--- config.mk ---
export PLATFORM = sky130hd
export DESIGN_NAME = idt_decoder
export DESIGN_NICKNAME = d
export VERILOG_FILES = /design/src/verilog/idt_pkg.sv /design/src/verilog/idt_decoder.sv
export SDC_FILE = /design/constraint.sdc
export NUM_CORES = 1
export LEC_CHECK = 0
export ABC_AREA = 1
export BUFFER_PORTS_ARGS = -buffer_cell sky130_fd_sc_hd__buf_4
export CAP_MARGIN = 40
export CORE_ASPECT_RATIO = 1.75
export CORE_MARGIN = 3
export CORE_UTILIZATION = 23
export CTS_CLUSTER_DIAMETER = 120
export DETAILED_ROUTE_END_ITERATION = 8
export PLACE_DENSITY_LB_ADDON = 0.15
export SYNTH_ARGS = -nofsm -noshare
export SYNTH_HDL_FRONTEND = slang
export SYNTH_SLANG_ARGS = --single-unit
export TNS_END_PERCENT = 20
--- constraint.sdc ---
create_clock -name i_sys_clk -period 1.5 [get_ports i_sys_clk]
set_input_delay 0.075 -clock i_sys_clk [delete_from_list [all_inputs] [get_ports i_sys_clk]]
set_output_delay 0.075 -clock i_sys_clk [all_outputs]
set_load 0.03 [all_outputs]
--- src/verilog/idt_pkg.sv ---
// Operation
// - a program word is 24 bits and most instructions take one word
// - exactly three opcodes span two words, all others one
// - the top 8 bits select the instruction, the low 16 hold operands
// - a second word has a zero top byte and alone acts as nop
// - one cycle, two when a condition is true or the flow changes
// - branch, indirect jump, table access and returns take two or three cycles
// - a taken skip costs two cycles, three if the skipped op is two words
// - double-word moves and all two-word instructions take two cycles
// - register form decodes base, second source with mode, and result
// - direct memory form writes back to memory or to working register zero
// - the direct memory address reaches 0x1fff
// - a bit op takes its bit from a 4-bit index or from the base register
// - literal arithmetic keeps a separate result only if it differs from base
// - ten-bit unsigned literal is limited to 255 in byte mode
// - a program address literal is valid only with its low bit zero
// - signed literals of 10 and 16 bits are two's complement
// - accumulator A or B; result store to register 13 or its post-incremented target
// - multiply class decodes accumulator, factors, prefetches and store target
// - other dsp ops decode accumulator, operand with mode and shift amount
// - five integer flags are kept and updated by instructions
// - four accumulator overflow and saturation flags are kept
// - word size by default, byte, double word and shadow by suffix
// - working register fields select one of sixteen registers
// - multiply factors come from registers 4 to 7, squares use one of them
package idt_pkg;

// ==========================================================
// register map
localparam logic [7:0] REG_CTRL = 8'h00;
localparam logic [7:0] REG_STATUS = 8'h04;
localparam logic [7:0] REG_LAST = 8'h08;
localparam logic [7:0] REG_COUNT = 8'h0c;
localparam int CTRL_HOLD_BIT = 0;
localparam int STAT_ILLEGAL_BIT = 16;
localparam logic [1:0] RESP_OKAY = 2'h0;
localparam logic [1:0] RESP_SLVERR = 2'h2;

// ==========================================================
// opcodes
localparam logic [7:0] OP_NOP = 8'h00;
localparam logic [7:0] OP_JIND = 8'h01;
localparam logic [7:0] OP_CALL2 = 8'h02;
localparam logic [7:0] OP_GOTO2 = 8'h04;
localparam logic [7:0] OP_RET = 8'h06;
localparam logic [7:0] OP_RETI = 8'h07;
localparam logic [7:0] OP_LOOP2 = 8'h08;
localparam logic [7:0] OP_BRCC = 8'h30;
localparam logic [7:0] OP_JUMP = 8'h37;
localparam logic [7:0] OP_REG = 8'h40;
localparam logic [7:0] OP_REG_B = 8'h41;
localparam logic [7:0] OP_FILE = 8'h50;
localparam logic [7:0] OP_FILE_B = 8'h51;
localparam logic [7:0] OP_LITR = 8'h60;
localparam logic [7:0] OP_LITR_B = 8'h61;
localparam logic [7:0] OP_ULIT = 8'h68;
localparam logic [7:0] OP_ULIT_B = 8'h69;
localparam logic [7:0] OP_SIGNED_S = 8'h70;
localparam logic [7:0] OP_SIGNED_L = 8'h78;
localparam logic [7:0] OP_SKIP = 8'ha0;
localparam logic [7:0] OP_BITOP = 8'ha8;
localparam logic [7:0] OP_TBLRD = 8'hba;
localparam logic [7:0] OP_TBLWT = 8'hbb;
localparam logic [7:0] OP_MOVD = 8'hbe;
localparam logic [7:0] OP_MAC_A = 8'hc0;
localparam logic [7:0] OP_MAC_B = 8'hc1;
localparam logic [7:0] OP_DSP_A = 8'hc8;
localparam logic [7:0] OP_DSP_B = 8'hc9;
localparam logic [7:0] OP_PUSHS = 8'hfe;

// ==========================================================
// cycle counts and field limits
localparam logic [2:0] CYC_ONE = 3'h1;
localparam logic [2:0] CYC_TWO = 3'h2;
localparam logic [2:0] CYC_TABLE = 3'h2;
localparam logic [2:0] CYC_RETURN = 3'h3;
localparam logic [3:0] REG_DEFAULT = 4'h0;
localparam logic [3:0] STORE_REG = 4'hd;
localparam logic [1:0] STORE_NONE = 2'h0;
localparam logic [1:0] STORE_DIRECT = 2'h1;
localparam logic [1:0] STORE_POSTINC = 2'h2;
localparam logic [3:0] MUL_LO = 4'h4;
localparam logic [3:0] MUL_PAIRS = 4'h6;
localparam logic [1:0] MUL_SQUARE = 2'h2;
localparam logic [47:0] MUL_PAIR_TAB = 48'h675756474645;

// ==========================================================
// types
typedef enum logic [1:0] {SZ_WORD, SZ_BYTE, SZ_DWORD} idt_size_t;
typedef enum logic [2:0] {SEQ_RUN, SEQ_WAIT2, SEQ_STALL, SEQ_SKIP, SEQ_SKIP2} idt_seq_t;

typedef struct packed {
    logic accum_b_clamped_flag;
    logic accum_a_clamped_flag;
    logic accum_b_overflow_flag;
    logic accum_a_overflow_flag;
    logic zero_sticky;
    logic signed_range_exceeded_flag;
    logic negative;
    logic half_carry_flag;
    logic carry;
} idt_flags_t;

typedef struct packed {
    idt_flags_t mask;
    idt_flags_t value;
} idt_flag_upd_t;

typedef struct packed {
    logic [7:0] opcode;
    logic dbl;
    logic skip;
    logic [2:0] cycles;
    idt_size_t size;
    logic shadow;
    logic [3:0] base_source_register;
    logic [3:0] second_source_register;
    logic [1:0] src_mode;
    logic [3:0] result_register;
    logic [1:0] dst_mode;
    logic dest_separate;
    logic [12:0] file_addr;
    logic to_file;
    logic [3:0] bit_index_field;
    logic bit_from_reg;
    logic [15:0] literal;
    logic [22:0] program_address_literal;
    logic acc_b;
    logic [3:0] mul_x;
    logic [3:0] mul_y;
    logic [2:0] x_prefetch;
    logic [1:0] x_dest;
    logic [2:0] y_prefetch;
    logic [1:0] y_dest;
    logic [1:0] accum_result_store_target;
    logic shift_by_reg;
    logic [5:0] shift_amount;
    logic illegal;
} idt_dec_t;

typedef struct packed {
    idt_seq_t seq;
    logic [2:0] stall;
    logic fetch_ready;
    idt_dec_t dec;
    logic dec_valid;
    logic nop_cycle;
    idt_flags_t flags;
    logic illegal_seen;
    logic ctrl_hold;
    logic [31:0] cyc_count;
    logic awready;
    logic wready;
    logic aw_got;
    logic w_got;
    logic [7:0] aw_addr;
    logic [31:0] wdata;
    logic [3:0] wstrb;
    logic bvalid;
    logic [1:0] bresp;
    logic arready;
    logic rvalid;
    logic [1:0] rresp;
    logic [31:0] rdata;
} idt_state_t;

endpackage : idt_pkg

--- src/verilog/idt_decoder.sv ---
`timescale 1ns/1ps
`default_nettype none
module idt_decoder (
    input wire logic i_sys_clk,
    input wire logic i_rst,
    input wire logic [23:0] i_fetch_word,
    input wire logic i_fetch_valid,
    output logic o_fetch_ready,
    input wire logic i_cond_true,
    input wire idt_pkg::idt_flag_upd_t i_flag_upd,
    input wire logic i_zero_sticky,
    output var idt_pkg::idt_dec_t o_dec,
    output logic o_dec_valid,
    output logic o_nop_cycle,
    output var idt_pkg::idt_flags_t o_flags,
    input wire logic [7:0] i_s_axi_awaddr,
    input wire logic i_s_axi_awvalid,
    output logic o_s_axi_awready,
    input wire logic [31:0] i_s_axi_wdata,
    input wire logic [3:0] i_s_axi_wstrb,
    input wire logic i_s_axi_wvalid,
    output logic o_s_axi_wready,
    output logic [1:0] o_s_axi_bresp,
    output logic o_s_axi_bvalid,
    input wire logic i_s_axi_bready,
    input wire logic [7:0] i_s_axi_araddr,
    input wire logic i_s_axi_arvalid,
    output logic o_s_axi_arready,
    output logic [31:0] o_s_axi_rdata,
    output logic [1:0] o_s_axi_rresp,
    output logic o_s_axi_rvalid,
    input wire logic i_s_axi_rready
);

idt_pkg::idt_state_t st_r;
idt_pkg::idt_state_t st_nxt;

// ==========================================================
// field decode of one program word
function automatic idt_pkg::idt_dec_t decode(input logic [23:0] w, input logic cond);
    idt_pkg::idt_dec_t d;
    logic [7:0] op;
    logic [3:0] sel;
    d = '0;
    op = w[23:16];
    sel = w[15:12];
    d.opcode = op;
    d.cycles = idt_pkg::CYC_ONE;
    d.size = idt_pkg::SZ_WORD;
    case (op)
        idt_pkg::OP_NOP: begin
            d.illegal = 1'b0;
        end
        idt_pkg::OP_CALL2, idt_pkg::OP_GOTO2, idt_pkg::OP_LOOP2: begin
            d.dbl = 1'b1;
            d.cycles = idt_pkg::CYC_TWO;
            d.program_address_literal[15:0] = w[15:0];
            d.illegal = w[0];
        end
        idt_pkg::OP_JIND: begin
            d.second_source_register = w[3:0];
            d.cycles = idt_pkg::CYC_TWO;
        end
        idt_pkg::OP_RET, idt_pkg::OP_RETI: begin
            d.cycles = idt_pkg::CYC_RETURN;
        end
        idt_pkg::OP_JUMP: begin
            d.literal = w[15:0];
            d.cycles = idt_pkg::CYC_TWO;
        end
        idt_pkg::OP_BRCC: begin
            d.literal = w[15:0];
            d.cycles = cond ? idt_pkg::CYC_TWO : idt_pkg::CYC_ONE;
        end
        idt_pkg::OP_REG, idt_pkg::OP_REG_B: begin
            d.size = op[0] ? idt_pkg::SZ_BYTE : idt_pkg::SZ_WORD;
            d.base_source_register = w[15:12];
            d.dst_mode = w[11:10];
            d.result_register = w[9:6];
            d.src_mode = w[5:4];
            d.second_source_register = w[3:0];
        end
        idt_pkg::OP_FILE, idt_pkg::OP_FILE_B: begin
            d.size = op[0] ? idt_pkg::SZ_BYTE : idt_pkg::SZ_WORD;
            d.to_file = w[15];
            d.file_addr = w[12:0];
            d.result_register = idt_pkg::REG_DEFAULT;
            d.illegal = (w[14:13] != 2'h0);
        end
        idt_pkg::OP_LITR, idt_pkg::OP_LITR_B: begin
            d.size = op[0] ? idt_pkg::SZ_BYTE : idt_pkg::SZ_WORD;
            d.base_source_register = w[15:12];
            d.dest_separate = (w[11:8] != w[15:12]);
            d.result_register = w[11:8];
            d.dst_mode = d.dest_separate ? w[7:6] : 2'h0;
            d.literal = {11'h000, w[4:0]};
        end
        idt_pkg::OP_ULIT, idt_pkg::OP_ULIT_B: begin
            d.size = op[0] ? idt_pkg::SZ_BYTE : idt_pkg::SZ_WORD;
            d.literal = {6'h00, w[13:4]};
            d.result_register = w[3:0];
            d.base_source_register = w[3:0];
            d.illegal = op[0] & (w[13:12] != 2'h0);
        end
        idt_pkg::OP_SIGNED_S: begin
            d.literal = {{6{w[13]}}, w[13:4]};
            d.result_register = w[3:0];
        end
        idt_pkg::OP_SIGNED_L: begin
            d.literal = w[15:0];
            d.result_register = idt_pkg::REG_DEFAULT;
        end
        idt_pkg::OP_SKIP: begin
            d.skip = 1'b1;
            d.bit_index_field = w[7:4];
            d.second_source_register = w[3:0];
        end
        idt_pkg::OP_BITOP: begin
            d.bit_from_reg = w[15];
            d.base_source_register = w[14:11];
            d.src_mode = w[9:8];
            d.bit_index_field = w[7:4];
            d.second_source_register = w[3:0];
        end
        idt_pkg::OP_TBLRD, idt_pkg::OP_TBLWT: begin
            d.result_register = w[11:8];
            d.second_source_register = w[3:0];
            d.cycles = idt_pkg::CYC_TABLE;
        end
        idt_pkg::OP_MOVD: begin
            d.size = idt_pkg::SZ_DWORD;
            d.result_register = w[11:8];
            d.second_source_register = w[3:0];
            d.cycles = idt_pkg::CYC_TWO;
        end
        idt_pkg::OP_PUSHS: begin
            d.shadow = 1'b1;
        end
        idt_pkg::OP_MAC_A, idt_pkg::OP_MAC_B: begin
            d.acc_b = op[0];
            if (sel < idt_pkg::MUL_PAIRS) begin
                {d.mul_x, d.mul_y} = idt_pkg::MUL_PAIR_TAB[{sel[2:0], 3'h0} +: 8];
            end else if (sel[3:2] == idt_pkg::MUL_SQUARE) begin
                d.mul_x = idt_pkg::MUL_LO | {2'h0, sel[1:0]};
                d.mul_y = idt_pkg::MUL_LO | {2'h0, sel[1:0]};
            end else begin
                d.illegal = 1'b1;
            end
            d.x_prefetch = w[11:9];
            d.x_dest = w[8:7];
            d.y_prefetch = w[6:4];
            d.y_dest = w[3:2];
            d.accum_result_store_target = w[1:0];
            if (w[1:0] != idt_pkg::STORE_NONE) begin
                d.result_register = idt_pkg::STORE_REG;
            end
            if (w[1:0] > idt_pkg::STORE_POSTINC) begin
                d.illegal = 1'b1;
            end
        end
        idt_pkg::OP_DSP_A, idt_pkg::OP_DSP_B: begin
            d.acc_b = op[0];
            d.shift_by_reg = w[15];
            d.second_source_register = w[14:11];
            d.src_mode = w[10:9];
            if (w[15]) begin
                d.base_source_register = w[3:0];
            end else begin
                d.shift_amount = w[5:0];
            end
        end
        default: begin
            d.illegal = 1'b1;
        end
    endcase
    return d;
endfunction : decode

// ==========================================================
// next state
always_comb begin
    idt_pkg::idt_dec_t d;
    logic take;
    logic [31:0] m;
    logic [31:0] wv;
    logic ar_take;
    d = decode(i_fetch_word, i_cond_true);
    take = i_fetch_valid & st_r.fetch_ready;
    m = {{8{st_r.wstrb[3]}}, {8{st_r.wstrb[2]}}, {8{st_r.wstrb[1]}}, {8{st_r.wstrb[0]}}};
    wv = st_r.wdata & m;
    ar_take = i_s_axi_arvalid & st_r.arready;
    st_nxt = st_r;
    st_nxt.dec_valid = 1'b0;
    st_nxt.nop_cycle = 1'b0;

    case (st_r.seq)
        idt_pkg::SEQ_RUN: begin
            if (take) begin
                st_nxt.dec = d;
                if (d.dbl) begin
                    st_nxt.seq = idt_pkg::SEQ_WAIT2;
                end else begin
                    st_nxt.dec_valid = 1'b1;
                    if (d.skip & i_cond_true) begin
                        st_nxt.seq = idt_pkg::SEQ_SKIP;
                    end else if (d.cycles > idt_pkg::CYC_ONE) begin
                        st_nxt.seq = idt_pkg::SEQ_STALL;
                        st_nxt.stall = d.cycles - idt_pkg::CYC_ONE;
                    end
                end
            end
        end
        idt_pkg::SEQ_WAIT2: begin
            if (take) begin
                st_nxt.dec.program_address_literal[22:16] = i_fetch_word[6:0];
                st_nxt.dec.illegal = st_r.dec.illegal | (i_fetch_word[23:16] != idt_pkg::OP_NOP);
                st_nxt.dec_valid = 1'b1;
                st_nxt.seq = idt_pkg::SEQ_RUN;
            end
        end
        idt_pkg::SEQ_STALL: begin
            st_nxt.nop_cycle = 1'b1;
            st_nxt.stall = st_r.stall - idt_pkg::CYC_ONE;
            if (st_r.stall == idt_pkg::CYC_ONE) begin
                st_nxt.seq = idt_pkg::SEQ_RUN;
            end
        end
        idt_pkg::SEQ_SKIP: begin
            if (take) begin
                st_nxt.nop_cycle = 1'b1;
                st_nxt.seq = d.dbl ? idt_pkg::SEQ_SKIP2 : idt_pkg::SEQ_RUN;
            end
        end
        idt_pkg::SEQ_SKIP2: begin
            if (take) begin
                st_nxt.nop_cycle = 1'b1;
                st_nxt.seq = idt_pkg::SEQ_RUN;
            end
        end
        default: begin
            st_nxt.seq = idt_pkg::SEQ_RUN;
        end
    endcase

    if (take | (st_r.seq == idt_pkg::SEQ_STALL)) begin
        st_nxt.cyc_count = st_r.cyc_count + 32'h1;
    end

    // write channel: address and data in either order
    if (i_s_axi_awvalid & st_r.awready) begin
        st_nxt.aw_got = 1'b1;
        st_nxt.aw_addr = {i_s_axi_awaddr[7:2], 2'h0};
    end
    if (i_s_axi_wvalid & st_r.wready) begin
        st_nxt.w_got = 1'b1;
        st_nxt.wdata = i_s_axi_wdata;
        st_nxt.wstrb = i_s_axi_wstrb;
    end
    if (st_r.bvalid & i_s_axi_bready) begin
        st_nxt.bvalid = 1'b0;
    end
    if (st_r.aw_got & st_r.w_got & ~st_r.bvalid) begin
        st_nxt.aw_got = 1'b0;
        st_nxt.w_got = 1'b0;
        st_nxt.bvalid = 1'b1;
        st_nxt.bresp = idt_pkg::RESP_OKAY;
        case (st_r.aw_addr)
            idt_pkg::REG_CTRL: begin
                if (st_r.wstrb[0]) begin
                    st_nxt.ctrl_hold = wv[idt_pkg::CTRL_HOLD_BIT];
                end
            end
            idt_pkg::REG_STATUS: begin
                st_nxt.flags = idt_pkg::idt_flags_t'((st_r.flags & ~m[8:0]) | wv[8:0]);
                if (wv[idt_pkg::STAT_ILLEGAL_BIT]) begin
                    st_nxt.illegal_seen = 1'b0;
                end
            end
            idt_pkg::REG_LAST, idt_pkg::REG_COUNT: begin
                st_nxt.bresp = idt_pkg::RESP_OKAY;
            end
            default: begin
                st_nxt.bresp = idt_pkg::RESP_SLVERR;
            end
        endcase
    end

    // datapath flag updates win over a software write
    st_nxt.flags = idt_pkg::idt_flags_t'((st_nxt.flags & ~i_flag_upd.mask)
        | (i_flag_upd.value & i_flag_upd.mask));
    if (i_zero_sticky & i_flag_upd.mask.zero_sticky) begin
        st_nxt.flags.zero_sticky = st_r.flags.zero_sticky & i_flag_upd.value.zero_sticky;
    end

    // illegal event sets after any clear
    if (st_nxt.dec_valid & st_nxt.dec.illegal) begin
        st_nxt.illegal_seen = 1'b1;
    end

    // read channel
    if (st_r.rvalid & i_s_axi_rready) begin
        st_nxt.rvalid = 1'b0;
    end
    if (ar_take) begin
        st_nxt.rvalid = 1'b1;
        st_nxt.rresp = idt_pkg::RESP_OKAY;
        st_nxt.rdata = 32'h0;
        case ({i_s_axi_araddr[7:2], 2'h0})
            idt_pkg::REG_CTRL: begin
                st_nxt.rdata[idt_pkg::CTRL_HOLD_BIT] = st_r.ctrl_hold;
            end
            idt_pkg::REG_STATUS: begin
                st_nxt.rdata[8:0] = st_r.flags;
                st_nxt.rdata[idt_pkg::STAT_ILLEGAL_BIT] = st_r.illegal_seen;
            end
            idt_pkg::REG_LAST: begin
                st_nxt.rdata[7:0] = st_r.dec.opcode;
                st_nxt.rdata[10:8] = st_r.dec.cycles;
            end
            idt_pkg::REG_COUNT: begin
                st_nxt.rdata = st_r.cyc_count;
            end
            default: begin
                st_nxt.rresp = idt_pkg::RESP_SLVERR;
            end
        endcase
    end

    st_nxt.awready = ~st_nxt.aw_got;
    st_nxt.wready = ~st_nxt.w_got;
    st_nxt.arready = ~st_nxt.rvalid;
    st_nxt.fetch_ready = ~st_nxt.ctrl_hold & (st_nxt.seq != idt_pkg::SEQ_STALL);
end

// ==========================================================
// state register
always_ff @(posedge i_sys_clk) begin
    if (i_rst) begin
        st_r <= '0;
    end else begin
        st_r <= st_nxt;
    end
end

// ==========================================================
// outputs
assign o_fetch_ready = st_r.fetch_ready;
assign o_dec = st_r.dec;
assign o_dec_valid = st_r.dec_valid;
assign o_nop_cycle = st_r.nop_cycle;
assign o_flags = st_r.flags;
assign o_s_axi_awready = st_r.awready;
assign o_s_axi_wready = st_r.wready;
assign o_s_axi_bresp = st_r.bresp;
assign o_s_axi_bvalid = st_r.bvalid;
assign o_s_axi_arready = st_r.arready;
assign o_s_axi_rdata = st_r.rdata;
assign o_s_axi_rresp = st_r.rresp;
assign o_s_axi_rvalid = st_r.rvalid;

endmodule : idt_decoder
`default_nettype wire

# Word-level counts from Yosys, hierarchy flattened
# Index checks and enable logic that the tools add are counted.
[totals]
input_bits = 104
ramBits = 0
reg_bits = 240
mem_bits_ro = 0
latch_bits = 0
memories = 0
[op_classes]
addsub = 3
mul = 0
shift = 1
n_eq_ne = 47
bitwise = 29
reduce_logical = 40
n_mux = 73
div_mod_pow = 0
order_cmp = 3
[ops]
columns = ["op", "n"]
rows = [
  ["equality test 8 x 7 -> 1 bit (second input constant)", 10],
  ["equality test 8 bit (second input constant)", 10],
  ["one-hot mux 16 bit (4 select lines)", 1],
  ["two-way mux 53 bit", 1],
  ["indexed part select 48 x 7 -> 8 bit (first input constant)", 1],
  ["two-way mux 35 bit", 1],
  ["adder 32 x 1 -> 32 bit (second input constant)", 1],
  ["one-hot mux 4 bit (4 select lines)", 2],
  ["AND 9 bit", 3],
  ["two-way mux 3 bit", 9],
  ["equality test 6 x 2 -> 1 bit (second input constant)", 4],
  ["equality test 8 x 3 -> 1 bit (second input constant)", 3],
  ["one-hot mux 8 bit (3 select lines)", 1],
  ["OR reduction 8 bit", 3],
  ["two-way mux 1 bit", 21],
  ["two-way mux 7 bit", 3],
  ["two-way mux 20 bit", 1],
  ["OR reduction 2 bit", 10],
  ["OR reduction 20 bit", 1],
  ["two-way mux 6 bit", 3],
  ["NOT 9 bit", 2],
  ["bitwise OR 9 bit", 2],
  ["nonzero test 2 bit", 9],
  ["AND 17 bit", 1],
  ["48 further kinds", 93],
]

# Logic depth before layout (Yosys ltp)
# Gate-level depths: netlist of run 1.
[logic_depth]
word_depth = 11
mapped_depth = 15

# Least setup slack after synthesis of run 1
# No wires, ideal clock.
[synth_timing]
path_kind = "reg-to-reg"
startpoint = "register st_r[87] (netlist bit)"
endpoint = "register st_r[103] (netlist bit)"
arrival_time_ps = 1509
setup_ps = 116
slack_ps = -125
period_less_slack_ps = 1625
path_stages_with_launch = 9
path_cell_list = "dfxtp_1 ha_1 inv_1 nor3_4 nand4_2 nor3_2 nand4_1 o21ai_0 nor2_1"
[synth_via]
elab_chain_cells = 1
[synth_lines]
columns = ["item", "line", "text"]
rows = [
  ["from (decl)", "idt_decoder.sv:35", "idt_pkg::idt_state_t st_r;"],
  ["from (signal assigned)", "idt_decoder.sv:341", "st_r <= st_nxt;"],
  ["adder 32 x 1 -> 32 bit", "idt_decoder.sv:246", "st_nxt.cyc_count = st_r.cyc_count + 32'h1;"],
]
# Every way passes these cells.
# A chain may end at the register's enable or synchronous reset.

# Worst setup path in the final report of run 1
[layout_timing]
startpoint = "register st_r[258] (netlist bit)"
endpoint = "register st_r (netlist bit o_dec[16])"
[layout_via]
elab_chain_cells = 2
[layout_lines]
columns = ["item", "line", "text"]
rows = [
  ["logical NOT 3 bit", "idt_decoder.sv:196", "case (st_r.seq)"],
  ["AND reduction 2 bit (no source line)", "-", ""],
]
# Every way passes these cells.

==> metrics.cfg, run 1 <==
[sta]
slew_violations = 0
period_share = 1.05
clock_skew_ns = 0.0319
finalWorstSetupSlack_ns = -0.0737
hold_viol = 0
period_minus_slack_ns = 1.57
holdWs_ns = 0.0190
tns_ns = -1.77
max_freq_mhz = 635
rsz0062_at_grt = true
finalSetupViolations = 38
slew_headroom = 0.538
worstMarginPinSlew_ns = 0.691

[grt]
grt_max_degree = 68
grt_first_pass_wirelength_um = 68800
grt_overflow = 0
grt_pass1_vias = 11400
antenna_found_initial = 4
grt_use_total = 0.172

[setup_path]
crit_type = reg -> reg
endpoint_kind = flip-flop
cp.arrival_ns = 1.98
r2r_setup_slack_ns = -0.07
cp-start-kind = flip-flop
path_max_fanout = 18
critPathRequiredTime_ns = 1.91

[power_and_ir_drop]
intPower_mw = 10.5
p_leak_nw = 7.02
combPwrFrac = 0.141
p_sw_mw = 3.97
finalPower_mw = 14.5
power_frac_seq = 0.436
cellPowerDensity_nw_per_um2 = 880
clkPwrFrac = 0.424
sw_frac_of_total = 0.274
peakVddDrop_uv = 722

[logic_synthesis]
synth-async-reset-ratio = 0
yosysUniqueCellTypes = 45
synth-edff-count = 0
ys_seq_area_frac = 0.402
yosys-top-cells-area = dfxtp_1, nand2_1, buf_4, a21oi_1, o21ai_0
ys.flop_type = dfxtp_1
ys_ff_latch = 228
post_synth_inst_count = 1587
yosysTopAreaCell = dfxtp_1
syn-cell-area_sq_um = 11400
synthTopCellsByCount = nand2_1, dfxtp_1, a21oi_1
netlist.area_leader.share = 0.402
syn_area_per_cell_sq_um = 7.16
yosysMostFrequentCell = nand2_1
ys_warn_count = 0

[hold_path]
hp-class = in -> reg

[placement]
io_buffer_count = 244
dp_hpwl_um = 36200
gp_congestion = 0.901
place_inst = 2426

[flow_run]
maxCapViolations = 0

[routing]
drc = 0
wl_per_cell_um = 18.1
ant_nets = 0
vias = 11300
firstDrtPassIters = 5
vias_per_cell = 4.39
wirelength_um = 46700
drtIter0Drc = 436

[status]
violations = setup timing
run_status = finished, violations left

[clock_tree]
cts_tree = yes
cts_buffers = 26
cts.sinks = 228
clock_latency_ns = 0.56
htreeDepth = 1
clk_pin_slew_ns = 0.06
cts_buffer_depth = 3
cts_root_buf = clkbuf_16

[floorplanning]
die_area_sq_um = 52200
dieWidth_um = 174
core_area_sq_um = 48700
start_util = 0.233
die_y_um = 300
fp-row-count = 107
io_pins = 277

[final_layout]
area_growth_syn_to_layout_pct = 45.0
drive_above_1_share = 0.340
fin_cells = 2579
num-nets-final = 2011
fill_cells = 5385

[through the flow]
step	area, sq um	util	worst slack [ns]
6_report	16500	0.338	-0.0737
5_1_grt	16500	0.338	-0.131
4_1_cts	15900	0.326	-0.0643
3_5_place_dp	14000	0.287	-0.158
3_3_place_gp	14000	0.287	-0.144
2_1_floorplan	11400	-	-0.0304
[cell usage in the layout (no fill, tap or decap), types with 6 or more instances in the layout]
cell	instances
nand3_1	38
o22ai_1	18
clkbuf_16	27
dfxtp_2	19
nand2_4	7
buf_6	21
nor2_4	23
nor2_2	23
inv_1	99
clkinv_2	8
a21oi_2	15
dlygate4sd3_1	84
nand2_2	32
xor2_1	12
buf_12	17
o221ai_1	9
nand4_1	26
nand2_1	322
o21ai_0	104
dfxtp_1	204
nor2_1	107
xnor2_1	6
inv_2	18
clkbuf_1	8
nor3_1	12
o21ai_1	15
buf_4	397
a21oi_1	176
[final cells by class]
cell class | instances | area [sq um] | share of cell area
multi-input combinational | 1004 | 5320 | 0.323
sequential | 228 | 4610 | 0.280
antenna | 2 | 5.00 | 0.000304
timing repair buffer | 522 | 4450 | 0.270
inverter | 122 | 472 | 0.0286
tap | 654 | 818 | 0.0497
clock inverter | 11 | 92.6 | 0.00562
clock buffer | 36 | 708 | 0.0430
[worst paths after layout]
check                               from                      to  cells past startpoint
setup / recovery    st_r[258]$_SDFF_PP0_  o_dec[16]$_SDFFE_PP0P_                      9
hold / removal                     i_rst  st_r[107]$_SDFFE_PP0P_                      3
hold reg to reg   o_dec[20]$_SDFFE_PP0P_  o_dec[20]$_SDFFE_PP0P_                      2
setup reg to reg    st_r[258]$_SDFF_PP0_  o_dec[16]$_SDFFE_PP0P_                      9
[routing by layer]
layer | share of wire | track usage | wire length, um
met2 | 0.56 | 0.346 | 26300
met5 | 0.00079 | 0 | 37
met1 | 0.34 | 0.168 | 16000
met3 | 0.042 | 0.0279 | 1980
met4 | 0.050 | 0.0788 | 2340
[sequential cells by signal, indices dropped and copies added (netlist names)]
signal / flops
o_fetch_ready: 1
st_r: 61
o_dec_valid: 1
o_dec: 116
o_s_axi_bresp: 1
o_s_axi_rvalid: 1
o_s_axi_wready: 1
o_flags: 9
o_s_axi_rdata: 32
o_s_axi_awready: 1
o_s_axi_rresp: 1
o_s_axi_bvalid: 1
o_nop_cycle: 1
o_s_axi_arready: 1
[critical path, cell delays in order, from the launching register on]
cell	delay, ns
dfxtp_2	0.33
nor2_4	0.15
nand2_2	0.09
nor2_4	0.15
clkinv_4	0.10
buf_12	0.17
buf_12	0.16
buf_12	0.14
nand2_1	0.05
a21oi_1	0.06
[power groups by stage]
stage | logic [mW] | registers, mW | clock network [mW]
2_1_floorplan | 0.967 | 6.44 | 0
3_3_place_gp | 1.73 | 6.45 | 0
3_5_place_dp | 1.74 | 6.46 | 0
4_1_cts | 1.97 | 6.32 | 6.39
5_1_grt | 2.20 | 6.34 | 6.59
6_report | 2.04 | 6.32 | 6.15
[logic make-up (layout without fill, tap and decap cells)]
logic type	count (synthesis)	after routing	share of synthesized area
xor gates and xnor gates	19	19	0.0146
and+or+nand+nor	618	618	0.237
AOI/OAI and AO/OA	359	359	0.168
adders and majority gates	3	3	0.00330
other	1	7	0.000330
buffers and inverters	359	691	0.176
DFF	228	228	0.402
[timing repair]
item / 4_1_cts / 5_1_grt
cloned: 0 / 1
gates resized for setup: 68 / 132
hold buffers: 85 / 1
pin swaps: 15 / 26
endpoints found under the hold margin: 87 / 1
endpoints found under the setup margin: 104 / 145
setup buffers: 5 / 12
Note: power is estimated with default switching activity, not from simulation.
==> inputs of run 2 (changes only) <==
--- a/config.mk
+++ b/config.mk
@@ -8,7 +8,6 @@
 export ABC_AREA = 1
 export BUFFER_PORTS_ARGS = -buffer_cell sky130_fd_sc_hd__buf_4
 export CAP_MARGIN = 40
-export CORE_ASPECT_RATIO = 1.75
 export CORE_MARGIN = 3
 export CORE_UTILIZATION = 23
 export CTS_CLUSTER_DIAMETER = 120
==> run 2 against run 1 <==
- the flow still finishes with violations (setup timing)
- sequential share of layout area rose by 0.27 points
- first-iteration DRC count rose by 40%
- die area fell by 0.20%
- sequential power barely moved
- clock skew fell by 0.010 ns
- worst hold slack improved by 0.023 ns
- design area fell by 1.3%
- core utilization fell by 0.12 points
- global-route usage fell by 2.1 points
- register-to-register slack improved by 0.04 ns
- routed wire length fell by 11%
- critical path depth rose by 1
- critical endpoint is now st_r[114]$_SDFFE_PP0P_
- largest cell class unchanged
- largest power group is now the clock network
- highest routed layer unchanged
==> metrics.cfg, run 2 (synthesis gave the netlist of run 1 again) <==
[grt]
grt_max_degree = 96
grt_first_pass_wirelength_um = 62900
grt_overflow = 0
grt_pass1_vias = 10800
antenna_found_initial = 3
grt_use_total = 0.151

[power_and_ir_drop]
peakVddDrop_uv = 875
cellPowerDensity_nw_per_um2 = 987
p_leak_nw = 6.89

[floorplanning]
fp-row-count = 80
core_area_sq_um = 48200
io_pins = 277
dieWidth_um = 228
die_y_um = 228
die_area_sq_um = 52100
start_util = 0.236

[setup_path]
endpoint_kind = flip-flop
critPathRequiredTime_ns = 1.93
worst_r2r_endpoint = st_r[114]$_SDFFE_PP0P_
cp-endpoint = st_r[114]$_SDFFE_PP0P_
crit_path_start = st_r[256]$_SDFF_PP0_
crit_type = reg -> reg
path_max_fanout = 4
r2r_setup_slack_ns = -0.04
cp.arrival_ns = 1.97
rr_worst_depth = 10
cp-start-kind = flip-flop
r2r_start = st_r[256]$_SDFF_PP0_

[sta]
finalWorstSetupSlack_ns = -0.0384
period_share = 1.03
hold_viol = 0
clock_skew_ns = 0.0216
slew_violations = 0
tns_ns = -0.111
rsz0062_at_grt = true
period_minus_slack_ns = 1.54
max_freq_mhz = 650
finalSetupViolations = 7
worstMarginPinSlew_ns = 0.534
slew_headroom = 0.644

[hold_path]
hp-class = in -> reg
hold_depth = 6

[placement]
dp_slack_ns = -0.237
io_buffer_count = 244
place_inst = 2407
gp_congestion = 0.831
dp_hpwl_um = 30600
placed_cell_area_sq_um = 13800

[clock_tree]
htreeDepth = 1
cts_buffers = 30
cts.sinks = 228
cts_root_buf = clkbuf_16
cts_tree = yes
clk_pin_slew_ns = 0.05
clock_latency_ns = 0.58
cts_buffer_depth = 3

[flow_run]
maxCapViolations = 0

[routing]
firstDrtPassIters = 5
wirelength_um = 41500
wl_per_cell_um = 16.2
ant_nets = 0
vias_per_cell = 4.29
drc = 0
vias = 11000
drtIter0Drc = 609

[status]
violations = setup timing
run_status = finished, violations left

[final_layout]
mostFrequentLayoutCell = buf_4
num-nets-final = 1987
final_area_sq_um = 16300
drive_above_1_share = 0.310
fin_cells = 2560
area_growth_syn_to_layout_pct = 43.0
largest_register_ffs = 116
layout_common_cells = buf_4, nand2_1, dfxtp_1
post-route-util = 0.337

[run 2: cell types whose count changed in the layout (fill, tap and decap cells not counted), moves of 5 or more]
| cell | delta |
|---|---|
| clkbuf_8 | +6 |
| nand2_1 | +20 |
| nand2_2 | -17 |
| inv_1 | +5 |
| clkinv_2 | -6 |
| buf_4 | -6 |
| buf_6 | -15 |
| o21ai_1 | +8 |
| o21ai_0 | -6 |
| nor2_1 | +8 |
| dfxtp_1 | +7 |
| nor2_2 | -6 |
| buf_12 | -7 |
[run 2: timing repair]
item | in CTS | in global routing
buffers inserted | 2 | 9
cloned | 0 | 2
endpoints found under the setup margin | 72 | 125
hold buffers | 84 | 0
endpoints found under the hold margin | 93 | 0
pin swaps | 3 | 22
gates resized for setup | 40 | 89
[run 2: final cells by class]
type	count	area [sq um]
antenna	1	2.50
sequential	228	4590
clock inverter	12	206
clock buffer	43	880
tap	656	821
timing repair buffer	494	4110
multi-input combinational	1004	5170
inverter	122	469
fill	5251	32000
[run 2: how the worst min path moves through the flow]
| stage | to | from |
|---|---|---|
| detailed placement | o_s_axi_bvalid$_SDFFE_PP0P_ | i_s_axi_bready |
| global placement | o_s_axi_bvalid$_SDFFE_PP0P_ | i_s_axi_bready |
| finish | o_dec[68]$_SDFFE_PP0P_ | i_fetch_word[18] |
| floorplan | o_dec[29]$_SDFFE_PP0P_ | i_fetch_word[0] |
| global route | o_dec[28]$_SDFFE_PP0P_ | i_fetch_word[16] |
| CTS | o_dec[68]$_SDFFE_PP0P_ | i_fetch_word[18] |
[run 2: layer usage]
| metal | wire length (um) | global-route usage | up-vias |
|---|---|---|---|
| met5 | 27 | 0 | - |
| met4 | 947 | 0.0357 | 4 |
| met3 | 2010 | 0.0338 | 53 |
| met2 | 20500 | 0.265 | 203 |
| met1 | 18000 | 0.188 | 5110 |
| li1 | - | - | 5614 |
[run 2: where the power goes]
group | switching (mW) | total [mW] | leakage [nW] | internal, mW
clock | 2.90 | 7.82 | 0.528 | 4.92
combinational | 1.11 | 1.89 | 4.50 | 0.775
sequential | 0.105 | 6.32 | 1.86 | 6.22
[run 2: worst max-delay path, cell delays in order, from the launching register on]
cell and delay [ns]:
dfxtp_2 0.33, nor2_4 0.12, buf_6 0.11, nand2_4 0.06, nand2_8 0.09, inv_2 0.07
nor3_4 0.17, nand3b_4 0.14, nor2_2 0.12, xnor2_1 0.12, nor2_1 0.05
[run 2: stage by stage]
step / hold slack, ns / power (mW)
final: 0.0423 / 16.0
after global routing: 0.0513 / 16.7
after CTS: 0.00923 / 16.3
after detailed placement: 0.327 / 8.09
after global placement: 0.327 / 8.09
after floorplan: 0.218 / 7.41
==> inputs of run 3 (changes only) <==
--- a/config.mk
+++ b/config.mk
@@ -13,6 +13,7 @@
 export CTS_CLUSTER_DIAMETER = 120
 export DETAILED_ROUTE_END_ITERATION = 8
 export PLACE_DENSITY_LB_ADDON = 0.15
+export SETUP_SLACK_MARGIN = 0.4
 export SYNTH_ARGS = -nofsm -noshare
 export SYNTH_HDL_FRONTEND = slang
 export SYNTH_SLANG_ARGS = --single-unit
==> constraint.sdc (replaced) <==
create_clock -name i_sys_clk -period 1.7 [get_ports i_sys_clk]
set_input_delay 0.085 -clock i_sys_clk [delete_from_list [all_inputs] [get_ports i_sys_clk]]
set_output_delay 0.085 -clock i_sys_clk [all_outputs]
set_load 0.03 [all_outputs]
==> run 3 against run 2 <==
- the run now ends clean
- via count grew 0.86%
- design area grew 0.68%
- setup slack gained 0.16 ns
- sequential cell count is the same
- clock skew shrank 0.0083 ns
- first-iteration DRC count shrank 8.0%
- core utilization grew 0.23 points
- sequential share of layout area grew 0.12 points
- count of clock-buffer cells in the layout shrank 4
- critical path type unchanged
- highest routed layer unchanged
==> metrics.cfg, run 3 (synthesis gave the netlist of run 1 again) <==
[floorplanning]
dieWidth_um = 228
io_pins = 277
fp-row-count = 80
die_y_um = 228
core_area_sq_um = 48200
die_area_sq_um = 52100
start_util = 0.236

[final_layout]
largest_register_ffs = 116
area_growth_syn_to_layout_pct = 44.0
num-nets-final = 1945
fill_cells = 5161
layout_common_cells = buf_4, nand2_1, dfxtp_1
drive_above_1_share = 0.318
fin_cells = 2515
mostFrequentLayoutCell = buf_4
post-route-util = 0.339

[setup_path]
worst_r2r_endpoint = st_r[118]$_SDFFE_PP0P_
rr_worst_depth = 10
r2r_setup_slack_ns = 0.12
cp-start-kind = flip-flop
crit_path_max_incr_delay_ns = 0.33
crit_slowest_cell = dfxtp_2
endpoint_kind = flip-flop
critPathRequiredTime_ns = 2.15
crit_path_cell_trace = nor2_4, buf_6, nand2_4, nand2_8, inv_4, nor3_4, nand3b_4, nor2_4, a21oi_1, o21a_1
cpMostUsedCell = nor2_4
r2r_start = st_r[256]$_SDFF_PP0_
crit_type = reg -> reg
cp.arrival_ns = 2.03
path_max_fanout = 6

[placement]
gp_congestion = 0.825
place_inst = 2330
io_buffer_count = 244
dp_hpwl_um = 29800

[grt]
grt_first_pass_wirelength_um = 65100
grt_overflow = 0
grt_pass1_vias = 10900
grt_use_total = 0.158
antenna_found_initial = 4
grt_max_degree = 112

[routing]
drtIter0Drc = 560
drc = 0
vias_per_cell = 4.40
vias = 11100
firstDrtPassIters = 5
wl_per_cell_um = 17.2
wirelength_um = 43400
ant_nets = 0

[clock_tree]
cts_buffer_depth = 3
clk_pin_slew_ns = 0.06
cts_tree = yes
clock_latency_ns = 0.56
cts_root_buf = clkbuf_16
htreeDepth = 1
cts_buffers = 29
cts.sinks = 228

[sta]
finalSetupViolations = 0
hold_viol = 0
period_minus_slack_ns = 1.58
worstMarginPinSlew_ns = 0.661
rsz0062_at_grt = true
holdWs_ns = 0.0324
slew_violations = 0
max_freq_mhz = 632
slew_headroom = 0.560
period_share = 0.931
clock_skew_ns = 0.0133

[power_and_ir_drop]
p_leak_nw = 6.89
cellPowerDensity_nw_per_um2 = 836
finalPower_mw = 13.7
peakVddDrop_uv = 662

[hold_path]
worst_hold_path.endpoint = o_dec[0]$_SDFF_PP0_
hp-start = i_fetch_valid
hp-class = in -> reg
hold_depth = 5

[status]
run_status = finished, final reports clean

[flow_run]
maxCapViolations = 0

==> run 3: cell types whose count changed in the layout (fill, tap and decap cells not counted), moves of 5 or more <==
cell     previous run  this run
buf_4             391       329
nand2_1           342       326
dfxtp_1           211       197
dfxtp_4             1        14
nand2_2            15        24
buf_16              1         9
o21ai_1            23        15
nand2_4             4        11
o21ai_2             0         5
==> run 3: cell type report <==
cell class,instances,area [sq um],area share
clock inverters,11,139,0.00849
well taps,656,821,0.0502
clock buffers,39,813,0.0497
inverters,122,483,0.0295
flip-flops and latches,228,4640,0.283
repair inverters,1,11.3,0.000688
multi-input cells,1005,5340,0.327
repair buffers,451,4110,0.251
diodes,2,5.00,0.000306
==> run 3: metal layers <==
| metal | share of wire | vias up | track usage | wire length, um |
|---|---|---|---|---|
| met5 | 0.00046 | - | 0 | 20 |
| met3 | 0.058 | 81 | 0.0382 | 2510 |
| met4 | 0.034 | 2 | 0.0497 | 1460 |
| met1 | 0.43 | 5220 | 0.194 | 18500 |
| met2 | 0.48 | 239 | 0.270 | 20900 |
| li1 | - | 5536 | - | - |
==> run 3: power by group <==
part           switching [mW]  total (mW)  internal (mW)  leakage [nW]
logic                    1.07        1.88          0.813          4.55
registers              0.0976        5.57           5.47          1.87
clock network            2.46        6.24           3.77         0.466
total                    3.63        13.7           10.1          6.89
==> run 3: through the flow <==
stage	setup TNS, ns	instance area, sq um	setup slack (ns)
2_1_floorplan	0	11600	0.193
3_3_place_gp	-0.0563	13300	-0.0563
3_5_place_dp	-0.0497	13300	-0.0497
4_1_cts	0	15900	0.140
5_1_grt	0	16400	0.0368
6_report	0	16400	0.117
==> run 3: worst max path at each step <==
stage,to,depth (start not counted),startpoint,slack [ns]
2_1_floorplan,st_r[103]$_SDFFE_PP0P_,8,st_r[87]$_SDFFE_PP0P_,0.19
4_1_cts,st_r[118]$_SDFFE_PP0P_,10,st_r[258]$_SDFF_PP0_,0.14
3_3_place_gp,st_r[120]$_SDFFE_PP0P_,15,i_fetch_word[22],-0.06
6_report,st_r[118]$_SDFFE_PP0P_,10,st_r[256]$_SDFF_PP0_,0.12
3_5_place_dp,st_r[120]$_SDFFE_PP0P_,15,i_fetch_word[22],-0.05
5_1_grt,st_r[114]$_SDFFE_PP0P_,10,st_r[256]$_SDFF_PP0_,0.04
==> run 3: what timing repair did <==
item / in CTS / in global routing
hold buffers: 82 / 0
buffers inserted: 24 / 12
pin swaps: 21 / 32
resized for setup: 84 / 96
cloned: 11 / 4
setup endpoints to repair: 164 / 184
endpoints found under the hold margin: 94 / 0
==> run 3: worst max-delay path: cells and delay by family, from the launching register on <==
kind / cells / cell delay [ns]
AO/OA/AOI/OAI: 2 / 0.18
buffers and inverters: 2 / 0.17
flip-flops: 1 / 0.33
AND/OR/NAND/NOR: 6 / 0.77
